===== config.mk =====
export PLATFORM = sky130hd
export DESIGN_NAME = stc_counter_core
export DESIGN_NICKNAME = d
export VERILOG_FILES = /design/src/common/stc_pkg.sv /design/src/common/stc_tick_if.sv /design/src/verilog/stc_clock_select.sv /design/src/verilog/stc_counter_core.sv
export SDC_FILE = /design/constraint.sdc
export NUM_CORES = 1
export LEC_CHECK = 0
export BUFFER_PORTS_ARGS = -buffer_cell sky130_fd_sc_hd__buf_4
export CORE_UTILIZATION = 50
export CTS_CLUSTER_DIAMETER = 80
export CTS_CLUSTER_SIZE = 28
export DETAILED_ROUTE_END_ITERATION = 10
export PLACE_DENSITY = 0.77
export SLEW_MARGIN = 0
export SYNTH_ARGS = -nofsm -noshare
export SYNTH_HDL_FRONTEND = slang
export SYNTH_SLANG_ARGS = --single-unit

===== constraint.sdc =====
create_clock -name clock -period 2.7 [get_ports clock]
set_input_delay 0.135 -clock clock [delete_from_list [all_inputs] [get_ports clock]]
set_output_delay 0.135 -clock clock [all_outputs]
set_load 0.005 [all_outputs]

===== src/common/stc_pkg.sv =====
package stc_pkg;
    localparam int          DATA_W        = 8;
    localparam int          COUNT_W       = 16;
    localparam logic [3:0]  ADDR_CTRL_A   = 4'h0;
    localparam logic [3:0]  ADDR_CTRL_B   = 4'h1;
    localparam logic [3:0]  ADDR_CNT_LO   = 4'h4;
    localparam logic [3:0]  ADDR_CNT_HI   = 4'h5;
    localparam logic [3:0]  ADDR_CMPA_LO  = 4'h8;
    localparam logic [3:0]  ADDR_CMPA_HI  = 4'h9;
    localparam logic [3:0]  ADDR_CMPB_LO  = 4'ha;
    localparam logic [3:0]  ADDR_CMPB_HI  = 4'hb;
    localparam logic [3:0]  ADDR_CAP_LO   = 4'hc;
    localparam logic [3:0]  ADDR_CAP_HI   = 4'hd;
    localparam logic [3:0]  ADDR_FLAGS    = 4'he;
    localparam int          CS_POS        = 0;
    localparam int          WGM_HI_POS    = 3;
    localparam int          WGM_LO_POS    = 0;
    localparam int          FLAG_OVF_POS  = 0;
    localparam logic [7:0]  CTRL_RESET    = 8'h00;
    localparam logic [15:0] COUNT_RESET   = 16'h0000;
    localparam logic [15:0] MAX_VALUE     = 16'hffff;
    localparam logic [2:0]  CS_STOPPED    = 3'h0;
    localparam logic [2:0]  CS_EXT_FALL   = 3'h6;
    localparam logic [2:0]  CS_EXT_RISE   = 3'h7;
endpackage


===== src/common/stc_tick_if.sv =====
`timescale 1ns/100ps
interface stc_tick_if;
    logic [2:0] clock_select_field;
    logic       timer_tick;
    modport src (input clock_select_field, output timer_tick);
    modport dst (output clock_select_field, input timer_tick);
endinterface


===== src/verilog/stc_clock_select.sv =====
`timescale 1ns/100ps
module stc_clock_select (
    input  wire logic clock,
    input  wire logic rst,
    input  wire logic [7:0] prescale_taps,
    input  wire logic ext_pin,
    stc_tick_if.src   tick
);
    logic ext_meta;
    logic ext_sync;
    logic ext_prev;
    logic ext_rise;
    logic ext_fall;

    // Pin passes two flops before the edge detector reads it
    always_ff @(posedge clock or posedge rst) begin
        if (rst) begin
            ext_meta <= 1'b0;
            ext_sync <= 1'b0;
            ext_prev <= 1'b0;
        end else begin
            ext_meta <= ext_pin;
            ext_sync <= ext_meta;
            ext_prev <= ext_sync;
        end
    end

    assign ext_rise = ext_sync & ~ext_prev;
    assign ext_fall = ~ext_sync & ext_prev;

    // Zero stops the timer; prescaled taps are strobes from outside
    always_comb begin
        case (tick.clock_select_field)
            stc_pkg::CS_STOPPED:  tick.timer_tick = 1'b0;
            stc_pkg::CS_EXT_FALL: tick.timer_tick = ext_fall;
            stc_pkg::CS_EXT_RISE: tick.timer_tick = ext_rise;
            default: tick.timer_tick =
                prescale_taps[tick.clock_select_field];
        endcase
    end
endmodule


===== src/verilog/stc_counter_core.sv =====
`timescale 1ns/100ps
module stc_counter_core #(
    parameter int COUNT_W = stc_pkg::COUNT_W
) (
    input  wire logic                clock,
    input  wire logic                rst,
    input  wire logic [3:0]          addr,
    input  wire logic                wr_en,
    input  wire logic                rd_en,
    input  wire logic [7:0]          wdata,
    output logic      [7:0]          rdata,
    input  wire logic [7:0]          prescale_taps,
    input  wire logic                ext_pin,
    input  wire logic                count_down,
    input  wire logic                clear_count,
    input  wire logic [COUNT_W-1:0]  top_value,
    input  wire logic                ovf_at_top,
    input  wire logic [COUNT_W-1:0]  capture_value,
    input  wire logic                capture_strobe,
    input  wire logic                overflow_clear,
    output logic [COUNT_W-1:0]       count_value,
    output logic [COUNT_W-1:0]       compare_a,
    output logic [COUNT_W-1:0]       compare_b,
    output logic [3:0]               waveform_mode_field,
    output logic                     top_reached,
    output logic                     zero_reached,
    output logic                     timer_tick,
    output logic                     overflow_flag
);
    logic [7:0]         timer_control_first;
    logic [7:0]         timer_control_second;
    logic [7:0]         holding;
    logic [COUNT_W-1:0] capture_value_reg;
    logic [COUNT_W-1:0] next_count;
    logic               next_ovf;
    logic               ovf_event;
    logic               wr_cnt_lo;
    logic               wr_hi_any;
    logic               rd_cnt_lo;
    logic               rd_cap_lo;
    logic               wr_cmpa_lo;
    logic               wr_cmpb_lo;
    logic               wr_cap_lo;
    logic               wr_flags;
    logic [7:0]         next_rdata;

    stc_tick_if tick_bus ();

    stc_clock_select u_clock_select (
        .clock         (clock),
        .rst           (rst),
        .prescale_taps (prescale_taps),
        .ext_pin       (ext_pin),
        .tick          (tick_bus.src)
    );

    assign tick_bus.clock_select_field =
        timer_control_second[stc_pkg::CS_POS +: 3];
    assign timer_tick = tick_bus.timer_tick;
    assign waveform_mode_field = {
        timer_control_second[stc_pkg::WGM_HI_POS +: 2],
        timer_control_first[stc_pkg::WGM_LO_POS +: 2]};

    assign wr_cnt_lo  = wr_en && addr == stc_pkg::ADDR_CNT_LO;
    assign wr_cmpa_lo = wr_en && addr == stc_pkg::ADDR_CMPA_LO;
    assign wr_cmpb_lo = wr_en && addr == stc_pkg::ADDR_CMPB_LO;
    assign wr_cap_lo  = wr_en && addr == stc_pkg::ADDR_CAP_LO;
    assign wr_flags   = wr_en && addr == stc_pkg::ADDR_FLAGS;
    // Every wide high byte lands in the one shared holder
    assign wr_hi_any  = wr_en && (addr == stc_pkg::ADDR_CNT_HI  ||
                                  addr == stc_pkg::ADDR_CMPA_HI ||
                                  addr == stc_pkg::ADDR_CMPB_HI ||
                                  addr == stc_pkg::ADDR_CAP_HI);
    assign rd_cnt_lo  = rd_en && addr == stc_pkg::ADDR_CNT_LO;
    assign rd_cap_lo  = rd_en && addr == stc_pkg::ADDR_CAP_LO;

    assign top_reached  = count_value == top_value;
    assign zero_reached = count_value == stc_pkg::COUNT_RESET;

    // Processor write first, then clear, then a step of one
    always_comb begin
        next_count = count_value;
        if (wr_cnt_lo) begin
            next_count = {holding, wdata};
        end else if (timer_tick) begin
            if (clear_count) begin
                next_count = stc_pkg::COUNT_RESET;
            end else if (count_down) begin
                next_count = count_value - COUNT_W'(1);
            end else begin
                next_count = count_value + COUNT_W'(1);
            end
        end
    end

    // Mode logic outside picks top or zero as the overflow point
    assign ovf_event = timer_tick && !wr_cnt_lo &&
        (ovf_at_top ? top_reached : zero_reached);
    // Set wins over a clear in the same cycle
    assign next_ovf = ovf_event ||
        (overflow_flag && !overflow_clear &&
         !(wr_flags && wdata[stc_pkg::FLAG_OVF_POS]));

    // Compare reads return live bytes and leave the holder alone
    always_comb begin
        case (addr)
            stc_pkg::ADDR_CTRL_A:  next_rdata = timer_control_first;
            stc_pkg::ADDR_CTRL_B:  next_rdata = timer_control_second;
            stc_pkg::ADDR_CNT_LO:  next_rdata = count_value[7:0];
            stc_pkg::ADDR_CNT_HI:  next_rdata = holding;
            stc_pkg::ADDR_CMPA_LO: next_rdata = compare_a[7:0];
            stc_pkg::ADDR_CMPA_HI: next_rdata = compare_a[15:8];
            stc_pkg::ADDR_CMPB_LO: next_rdata = compare_b[7:0];
            stc_pkg::ADDR_CMPB_HI: next_rdata = compare_b[15:8];
            stc_pkg::ADDR_CAP_LO:  next_rdata = capture_value_reg[7:0];
            stc_pkg::ADDR_CAP_HI:  next_rdata = holding;
            stc_pkg::ADDR_FLAGS:   next_rdata = {7'h00, overflow_flag};
            default:               next_rdata = 8'h00;
        endcase
    end

    always_ff @(posedge clock or posedge rst) begin
        if (rst) begin
            count_value <= stc_pkg::COUNT_RESET;
            overflow_flag <= 1'b0;
            rdata <= 8'h00;
        end else begin
            count_value <= next_count;
            overflow_flag <= next_ovf;
            rdata <= rd_en ? next_rdata : rdata;
        end
    end

    always_ff @(posedge clock or posedge rst) begin
        if (rst) begin
            timer_control_first  <= stc_pkg::CTRL_RESET;
            timer_control_second <= stc_pkg::CTRL_RESET;
        end else if (wr_en && addr == stc_pkg::ADDR_CTRL_A) begin
            timer_control_first  <= wdata;
        end else if (wr_en && addr == stc_pkg::ADDR_CTRL_B) begin
            timer_control_second <= wdata;
        end
    end

    // Low writes leave the holder intact for reuse
    always_ff @(posedge clock or posedge rst) begin
        if (rst) begin
            holding <= 8'h00;
        end else if (wr_hi_any) begin
            holding <= wdata;
        end else if (rd_cnt_lo) begin
            holding <= count_value[15:8];
        end else if (rd_cap_lo) begin
            holding <= capture_value_reg[15:8];
        end
    end

    always_ff @(posedge clock or posedge rst) begin
        if (rst) begin
            compare_a <= stc_pkg::COUNT_RESET;
            compare_b <= stc_pkg::COUNT_RESET;
        end else if (wr_cmpa_lo) begin
            compare_a <= {holding, wdata};
        end else if (wr_cmpb_lo) begin
            compare_b <= {holding, wdata};
        end
    end

    always_ff @(posedge clock or posedge rst) begin
        if (rst) begin
            capture_value_reg <= stc_pkg::COUNT_RESET;
        end else if (wr_cap_lo) begin
            capture_value_reg <= {holding, wdata};
        end else if (capture_strobe) begin
            capture_value_reg <= capture_value;
        end
    end
endmodule

==> metrics, run 1 <==
Non-Filler Instances=865; startpoint types=register; TritonCTS Sinks=100; Synth-to-Final Area Change=23.4%; core area=11500 um^2; initial antenna violation count=0; RSZ-0062 raised after global routing=false; slowest library cell on the worst path=dfrtp_1; largest net degree at the start of global routing=45; layout cells sized above 1=29.6%; Syn Nets=685; leading register cell type out of synthesis=dfrtp_1; HP Class=input pin to register; CP bufs+invs=1; clock-pin slew on the worst setup and hold paths=0.06 ns; Slew headroom=22.6%; Initial Utilization=51.5%; setup bufs post-CTS=0; PostCTS Resize Cnt=0; TritonCTS clock tree=yes; cells after synthesis=608; hpwl dp=12700 um; worst path required time=2.96 ns; most common cell after layout, fill and taps aside=buf_4; peak supply drop=0.000559 V; WHS=0.0752 ns; number of max-cap violations=0; Worst Tran Pin Value=1.15 ns; Slew Limit Fails=0; antenna cells=0; LEAKAGE=0.00337 uW; drt initial violations=429; most frequent cells in the layout=buf_4, dfrtp_1, nand2_1; Clock Skews=0.00811 ns; CP top delay family=compound AO/OA/AOI/OAI gates; IO Port Bufs=122; Crit Path Max Fanout=7; Die Ht=111 um; syn_area_per_cell=9.71 um^2; Final min period=2.46 ns; # fillers=939; DRT Wirelength=17200 um; Pwr per Cell Area=840 nW/um^2; asr flop ratio synth=100%; vias in the first global route=5127; setup TNS=0 ns; via/cell ratio=6.12; GR Util All Layers=28.5%; Site Rows=39; Synth Warn #=0; post-synthesis sequential area ratio=42.4%; utilization after layout=63.5%; Cell Area, Synth=5900 um^2; EDFF count, synth=0; drt wl/cell=19.9 um; status=complete, no violations; crit share post-route=91.0%; crit path from=count_value[1]; Worst R2R Start=count_value[1]; WP data arrival=2.71 ns; post-synthesis cell type count=66; critical setup path kind=register to register; # H-tree levels=3; fmax=0.407 GHz; Hold Buf Count CTS=2; Hold Fails Final Rpt=0; TritonCTS buffer count=9; worst-skew pair later-pin latency=0.34 ns; via count=5296; crit end category=register; die area=12200 um^2; Final ANT Viol Nets=0; Critical Path Max Stage Delay=0.49 ns; routability cong.=0.866; placed insts=847; Hold Startpoint=capture_value[0]; io pins=126; worst path cell trace=inv_1, fa_1, nor2b_1, o31a_1, a41o_1, a31oi_1, or4b_1, o211ai_1; #FFs+latches synth=100; die width=111 um; clk buf depth=2; number of remaining DRC errors=0; nets@finish=794; Congestion Overflow GR=0; CTS root buf=clkbuf_16; global-route wire length before repair=27500 um; Setup-failing EPs final=0; DRT Pass-1 Iters=5
## synthesized netlist by cell type, types with 3 or more instances
cell type,instances,area share (%)
a211oi_1,5,0.64
a21o_1,4,0.51
a21oi_1,48,4.1
a222oi_1,3,0.51
a22oi_1,7,0.89
a31oi_1,6,0.64
and3_1,6,0.64
buf_2,13,1.1
buf_4,5,0.64
buf_6,3,0.57
clkbuf_1,18,1.1
dfrtp_1,100,42
ha_1,14,3.0
inv_1,18,1.1
mux2_2,51,9.7
mux2i_1,29,4.9
mux4_2,3,1.1
nand2_1,78,5.0
nand2b_1,3,0.32
nand3_1,16,1.4
nand4_1,5,0.53
nor2_1,28,1.8
nor2b_1,4,0.42
nor3_1,7,0.59
nor4_1,7,0.74
o211ai_1,3,0.38
o21a_1,3,0.38
o21ai_0,33,2.8
o21ai_1,10,0.85
o22ai_1,13,1.4
xnor2_1,20,3.0
xor2_1,3,0.45
## power by group
part           internal, uW  total (uW)  switching (uW)
clock network           955        1490             534
logic                  1200        2320            1120
registers              1860        2310             449
total                  4020        6120            2100
## layout make-up
type / instances / area (um^2) / area share (%)
clock buffers: 12 / 256 / 3.52
clock inverters: 4 / 95.1 / 1.31
inverters: 18 / 71.3 / 0.980
multi-input cells: 450 / 3120 / 42.9
flip-flops and latches: 100 / 2500 / 34.4
well taps: 143 / 179 / 2.46
repair buffers: 138 / 1050 / 14.5
## worst reg2reg max path: stages (launching register included)
cell	delay, ns
dfrtp_1	0.49
inv_1	0.09
fa_1	0.39
nor2b_1	0.20
o31a_1	0.19
a41o_1	0.30
a31oi_1	0.14
or4b_1	0.48
o211ai_1	0.10
## cells by family after synthesis
| logic type | after synthesis | share of synthesized area [%] |
|---|---|---|
| AOI/OAI and AO/OA | 154 | 15.9 |
| xor gates and xnor gates | 23 | 3.41 |
| muxes | 83 | 15.8 |
| buffers and inverters | 58 | 4.69 |
| DFF | 100 | 42.4 |
| and+or+nand+nor | 175 | 14.5 |
| adders and majority gates | 15 | 3.31 |
## routing by layer
metal  track usage, %  wire length, um  vias up
li1                 -                -     2431
met1             39.1             7500     2605
met2             45.1             8120      229
met5                0                0        -
met4             10.6              431        0
met3             5.27             1130       31
## through the flow
stage | area, um^2 | total power (uW) | setup slack, ns
final | 7280 | 6120 | 0.244
after global placement | 6910 | 4540 | 0.370
after detailed placement | 6910 | 4620 | 0.296
after global routing | 7280 | 6450 | 0.0764
after floorplan | 5900 | 3610 | 0.450
after CTS | 7280 | 6110 | 0.246
## worst paths after layout
kind,end,slack (ns),depth (start not counted)
min,capture_value_reg[0],0.08,3
max in group asynchronous,capture_value_reg[1],1.43,4
min reg2reg,u_clock_select.ext_sync,0.35,0
max,count_value[10],0.24,8
min in group asynchronous,capture_value_reg[10],0.50,3
max reg2reg,count_value[10],0.24,8
No activity file was read; power rests on OpenSTA's default activity.
==> inputs of run 2 (changes only) <==
--- a/config.mk
+++ b/config.mk
@@ -5,7 +5,9 @@
 export SDC_FILE = /design/constraint.sdc
 export NUM_CORES = 1
 export LEC_CHECK = 0
-export BUFFER_PORTS_ARGS = -buffer_cell sky130_fd_sc_hd__buf_4
+export BUFFER_PORTS_ARGS = -buffer_cell sky130_fd_sc_hd__buf_2
+export CAP_MARGIN = 10
+export CORE_MARGIN = 4
 export CORE_UTILIZATION = 50
 export CTS_CLUSTER_DIAMETER = 80
 export CTS_CLUSTER_SIZE = 28
==> run 2 against run 1 <==
Total power down 6.7%. Wire length up 1.9%. Clock-buffer cell count unchanged. Largest power group is now registers.
==> metrics, run 2 (synthesized netlist as in run 1, its figures left out) <==
WP data arrival=2.59 ns; Hold Startpoint=capture_value[2]; routability cong.=0.926; TritonCTS Sinks=100; worst slack at placement=0.376 ns; clk buf depth=2; fmax=0.429 GHz; number of remaining DRC errors=0; number of max-cap violations=0; IO Port Bufs=122; Worst R2R Start=count_value[2]; Hold Fails Final Rpt=0; r2r endpoint=count_value[10]; hold endpoint=capture_value_reg[2]; Hold Path Cell Cnt=3; Setup-failing EPs final=0; Clock Skews=0.00824 ns; worst path required time=2.96 ns; Site Rows=39; DRT Wirelength=17500 um; nets@finish=795; DRT Pass-1 Iters=5; most frequent cells in the layout=buf_2, dfrtp_1, nand2_1; antenna cells=0; Synth-to-Final Area Change=17.4%; core area=11500 um^2; global-route wire length before repair=27100 um; Worst Slack Setup Final=0.370 ns; layout cells sized above 1=29.9%; placed insts=847; # H-tree levels=3; Net Sw Frac=37.2%; clock power share=22.3%; combinational fraction of design power=37.0%; Slew Limit Fails=0; setup bufs post-CTS=0; Final min period=2.33 ns; status=complete, no violations; Initial Utilization=51.5%; vias in the first global route=5033; via/cell ratio=6.07; GR Util All Layers=26.0%; drt wl/cell=20.2 um; LEAKAGE=0.00327 uW; R2R Setup Slk=0.37 ns; io pins=126; P_int=3580 uW; HP Class=input pin to register; via count=5257; Non-Filler Instances=866; crit path from=count_value[2]; sequential power share=40.7%; most common cell after layout, fill and taps aside=buf_2; Slew headroom=50.8%; utilization after layout=60.4%; Crit Path Max Fanout=6; Psw=2120 uW; clock-pin slew on the worst setup and hold paths=0.07 ns; PostCTS Resize Cnt=0; RSZ-0062 raised after global routing=false; Die Ht=117 um; peak supply drop=0.000379 V; largest net degree at the start of global routing=65; worst-skew pair later-pin latency=0.35 ns; critical setup path kind=register to register; hpwl dp=12800 um; worst-case reg-to-reg path depth=7; Worst Tran Pin Value=0.736 ns; die width=117 um; # fillers=965; crit share post-route=86.3%; CTS root buf=clkbuf_16; die area=13600 um^2; Pwr per Cell Area=823 nW/um^2; initial antenna violation count=1; TritonCTS clock tree=yes; setup TNS=0 ns; TritonCTS buffer count=9; crit end category=register; Congestion Overflow GR=0; startpoint types=register; drt initial violations=548; Final ANT Viol Nets=0
## run 2: changes by cell type in the layout (fill, tap and decap cells not counted), sizes merged
| cell | previous run | this run |
|---|---|---|
| buf | 136 | 137 |
| clkinv | 1 | 2 |
| bufinv | 3 | 0 |
| clkinvlp | 1 | 3 |
## run 2: power groups by stage
stage	Sequential [uW]	Clock, uW	Combinational, uW
5_1_grt	2360	1340	2350
3_3_place_gp	2310	0	2010
2_1_floorplan	2210	0	1400
3_5_place_dp	2330	0	2090
6_report	2320	1270	2110
4_1_cts	2300	1280	2100
## run 2: per-layer routing
metal	vias to the layer above	share of wire (%)	global-route usage, %	routed length [um]
li1	2423	-	-	-
met1	2548	42	35.9	7380
met2	250	47	41.1	8230
met3	36	8.4	4.77	1470
met4	0	2.5	9.40	433
met5	-	0	0	0
## run 2: timing repair
| item | in CTS | in global routing |
|---|---|---|
| hold endpoints to repair | 67 | 0 |
| hold buffers | 2 | 0 |
| endpoints found under the setup margin | 0 | 0 |
## run 2: area by class of cell
| cell class | count | area, um^2 | share of cell area (%) |
|---|---|---|---|
| repair buffers | 139 | 756 | 10.9 |
| clock buffers | 12 | 267 | 3.85 |
| inverters | 18 | 71.3 | 1.03 |
| multi-input cells | 450 | 3120 | 45.1 |
| clock inverters | 4 | 32.5 | 0.469 |
| flip-flops and latches | 100 | 2500 | 36.1 |
| well taps | 143 | 179 | 2.58 |
## run 2: stage by stage
step | total power (uW) | area, um^2 | hold WS [ns]
after detailed placement | 4420 | 6600 | 0.0358
after global routing | 6040 | 6930 | 0.0763
after floorplan | 3610 | 5900 | 0.166
after global placement | 4330 | 6600 | 0.0325
after CTS | 5690 | 6920 | 0.0641
final | 5710 | 6930 | 0.0756
## run 2: worst max-delay path by stage
stage                                 end  slack [ns]  depth (start not counted)
after floorplan           count_value[10]        0.45                          9
after global placement    count_value[10]        0.44                          9
after detailed placement  count_value[10]        0.38                          9
after CTS                 count_value[10]        0.40                          7
after global routing      count_value[10]        0.26                          7
final                     count_value[10]        0.37                          7
## run 2: critical path, cell delays in order, from the launching register on
cell and delay, ns:
dfrtp_1 0.47, ha_1 0.37, nor2b_1 0.22, o31a_1 0.19
a41o_1 0.28, a31oi_1 0.13, or4b_1 0.48, o211ai_1 0.10
==> inputs of run 3 (changes only) <==
--- a/config.mk
+++ b/config.mk
@@ -16,4 +16,5 @@
 export SLEW_MARGIN = 0
 export SYNTH_ARGS = -nofsm -noshare
 export SYNTH_HDL_FRONTEND = slang
+export SYNTH_HIERARCHICAL = 1
 export SYNTH_SLANG_ARGS = --single-unit
==> run 3 against run 2 <==
Final cell count down 0.69%. Global-route usage down 1.4 points. Critical path type unchanged. Largest cell class unchanged. Via count down 0.40%. Worst setup slack better by 0.034 ns. Die area up 3.2%. Non-clock buffer count up 1. Synthesized area up 3.5%. Synthesized cell count down 1.8%.
==> metrics, run 3 <==
CTS root buf=clkbuf_16; Synth-to-Final Area Change=16.8%; Synth Area in Simple Gates=13.4%; Synth Warn #=6; Cell Area, Synth=6110 um^2; leading register cell type out of synthesis=dfrtp_1; DRT Wirelength=17300 um; top-count cell post-synth=dfrtp_1; sequential power share=37.9%; clock-pin slew on the worst setup and hold paths=0.07 ns; via count=5236; Worst R2R Start=timer_control_second[1]; Worst Tran Pin Value=0.862 ns; Slew headroom=42.4%; status=complete, no violations; TritonCTS clock tree=yes; most common cell after layout, fill and taps aside=buf_2; Net Sw Frac=37.3%; LEAKAGE=0.00333 uW; Final ANT Viol Nets=0; drt wl/cell=20.2 um; cells after synthesis=597; die width=119 um; Crit Path Max Fanout=9; global-route wire length before repair=27800 um; syn_area_per_cell=10.2 um^2; largest family of logic cells by synthesized area=compound AO/OA/AOI/OAI gates; Congestion Overflow GR=0; post-synthesis xor/xnor area fraction=3.59%; HP Class=input pin to register; hpwl dp=12800 um; Clock Skews=0.00807 ns; clk buf depth=2; antenna cells=0; layout cells sized above 1=32.0%; post-synthesis cell type count=76; crit path from=timer_control_second[1]; critical setup path kind=register to register; top post-synthesis cells by count=dfrtp_1, mux2_2, nor2_1; vias in the first global route=5273; Hold Fails Final Rpt=0; initial antenna violation count=0; Critical Path Max Stage Delay=0.53 ns; routability cong.=0.887; RSZ-0062 raised after global routing=false; asr flop ratio synth=100%; WP data arrival=2.56 ns; post-synthesis adder-cell area fraction=3.20%; startpoint types=register; DRT Pass-1 Iters=5; Finished Cell Area=7130 um^2; slowest library cell on the worst path=or4_1; EDFF count, synth=0; TritonCTS buffer count=9; CP top delay family=simple AND/OR/NAND/NOR gates; post-synth top area share=41.0%; crit end category=register; worst-skew pair later-pin latency=0.34 ns; clock power share=22.5%; die area=14000 um^2; P_int=3900 uW; Setup-failing EPs final=0; fmax=0.436 GHz; #FFs+latches synth=100; # H-tree levels=3; Final min period=2.30 ns; Initial Utilization=51.1%; setup TNS=0 ns; most frequent cells in the layout=buf_2, dfrtp_1, mux2_2; IO Port Bufs=122; via/cell ratio=6.09; number of max-cap violations=0; worst path required time=2.96 ns; Synth Area in Compound Gates=17.0%; Hold Startpoint=capture_value[7]; Psw=2320 uW; GR Util All Layers=24.5%; Die Ht=119 um; io pins=126; TritonCTS Sinks=100; drt initial violations=532; post-synthesis sequential area ratio=41.0%; Syn Nets=674; setup bufs post-CTS=0; Site Rows=40; CP bufs+invs=1; core area=12000 um^2; Synth area leaders=dfrtp_1, mux2_2, mux2i_1; largest net degree at the start of global routing=98; placed inst area=6790 um^2; crit share post-route=85.0%; Yosys top cell by area=dfrtp_1; mux cell area share after synthesis=16.7%; Pwr per Cell Area=871 nW/um^2; Slew Limit Fails=0; number of remaining DRC errors=0; nets@finish=786; PostCTS Resize Cnt=0; peak supply drop=0.000413 V; # fillers=1014; worst path cell trace=a21oi_1, a31o_1, o32ai_2, inv_2, nor2_4, nand2_1, or4_1, o211ai_1; combinational fraction of design power=39.7%; Hold Buf Count CTS=2
run 3: cell count changes after synthesis, sizes merged, moves of 7 or more:
cell | before | now
buf | 21 | 31
nor3b | 1 | 10
o21ai | 43 | 30
nor2 | 29 | 52
nand2 | 78 | 29
mux2i | 29 | 39
clkbuf | 19 | 8
nand3 | 16 | 9
run 3: worst paths after layout:
| kind | to | slack [ns] | cells past startpoint |
|---|---|---|---|
| max | count_value[12] | 0.40 | 8 |
| min | capture_value_reg[7] | 0.09 | 3 |
| max reg2reg | count_value[12] | 0.40 | 8 |
| min reg2reg | u_clock_select/ext_sync | 0.37 | 0 |
| max in group asynchronous | count_value[13] | 1.80 | 4 |
| min in group asynchronous | u_clock_select/ext_sync | 0.23 | 3 |
run 3: cell type report:
| cell class | instances | area (um^2) | share of cell area [%] |
|---|---|---|---|
| Clock buffer | 10 | 239 | 3.35 |
| Clock inverter | 5 | 86.3 | 1.21 |
| Inverter | 17 | 65.1 | 0.912 |
| Multi-Input combinational cell | 441 | 3290 | 46.2 |
| Sequential cell | 100 | 2500 | 35.1 |
| Tap cell | 147 | 184 | 2.58 |
| Timing Repair Buffer | 140 | 763 | 10.7 |
run 3: per-stage QoR:
stage / power (uW) / hold WS, ns / std cells / worst slack, ns / utilization (%)
2_1_floorplan: 3940 / -0.111 / 597 / 0.0313 / -
5_1_grt: 6590 / 0.114 / 860 / 0.245 / 59.6
3_3_place_gp: 4710 / 0.0181 / 843 / 0.473 / 56.7
6_report: 6210 / 0.0929 / 860 / 0.404 / 59.6
4_1_cts: 6210 / 0.0855 / 860 / 0.422 / 59.6
3_5_place_dp: 4820 / 0.0319 / 843 / 0.409 / 56.7
run 3: cell families (layout without fill, tap and decap cells):
| group | count (synthesis) | in the layout |
|---|---|---|
| flip-flops | 100 | 100 |
| AND/OR/NAND/NOR | 153 | 153 |
| XOR/XNOR | 25 | 25 |
| adder cells (fa/ha/maj) | 15 | 15 |
| buffers and inverters | 56 | 172 |
| AO/OA/AOI/OAI | 154 | 154 |
| multiplexers | 94 | 94 |
run 3: layer usage:
layer / global-route usage (%) / vias up / share of wire [%]
li1: - / 2420 / -
met1: 33.1 / 2564 / 42
met2: 41.5 / 225 / 49
met3: 3.97 / 27 / 7.2
met4: 6.23 / 0 / 1.5
met5: 0 / - / 0
run 3: power by group through the flow:
stage          combinational (uW)  sequential, uW  clock, uW
2_1_floorplan                1700            2240          0
3_3_place_gp                 2360            2360          0
3_5_place_dp                 2450            2370          0
4_1_cts                      2460            2340       1410
5_1_grt                      2720            2400       1470
6_report                     2460            2350       1400
run 3: worst register-to-register path: cells and delay by family, from the launching register on:
| kind | cells | cell delay [ns] |
|---|---|---|
| DFF | 1 | 0.48 |
| AOI/OAI and AO/OA | 4 | 0.78 |
| and+or+nand+nor | 3 | 0.83 |
| buffers and inverters | 1 | 0.13 |
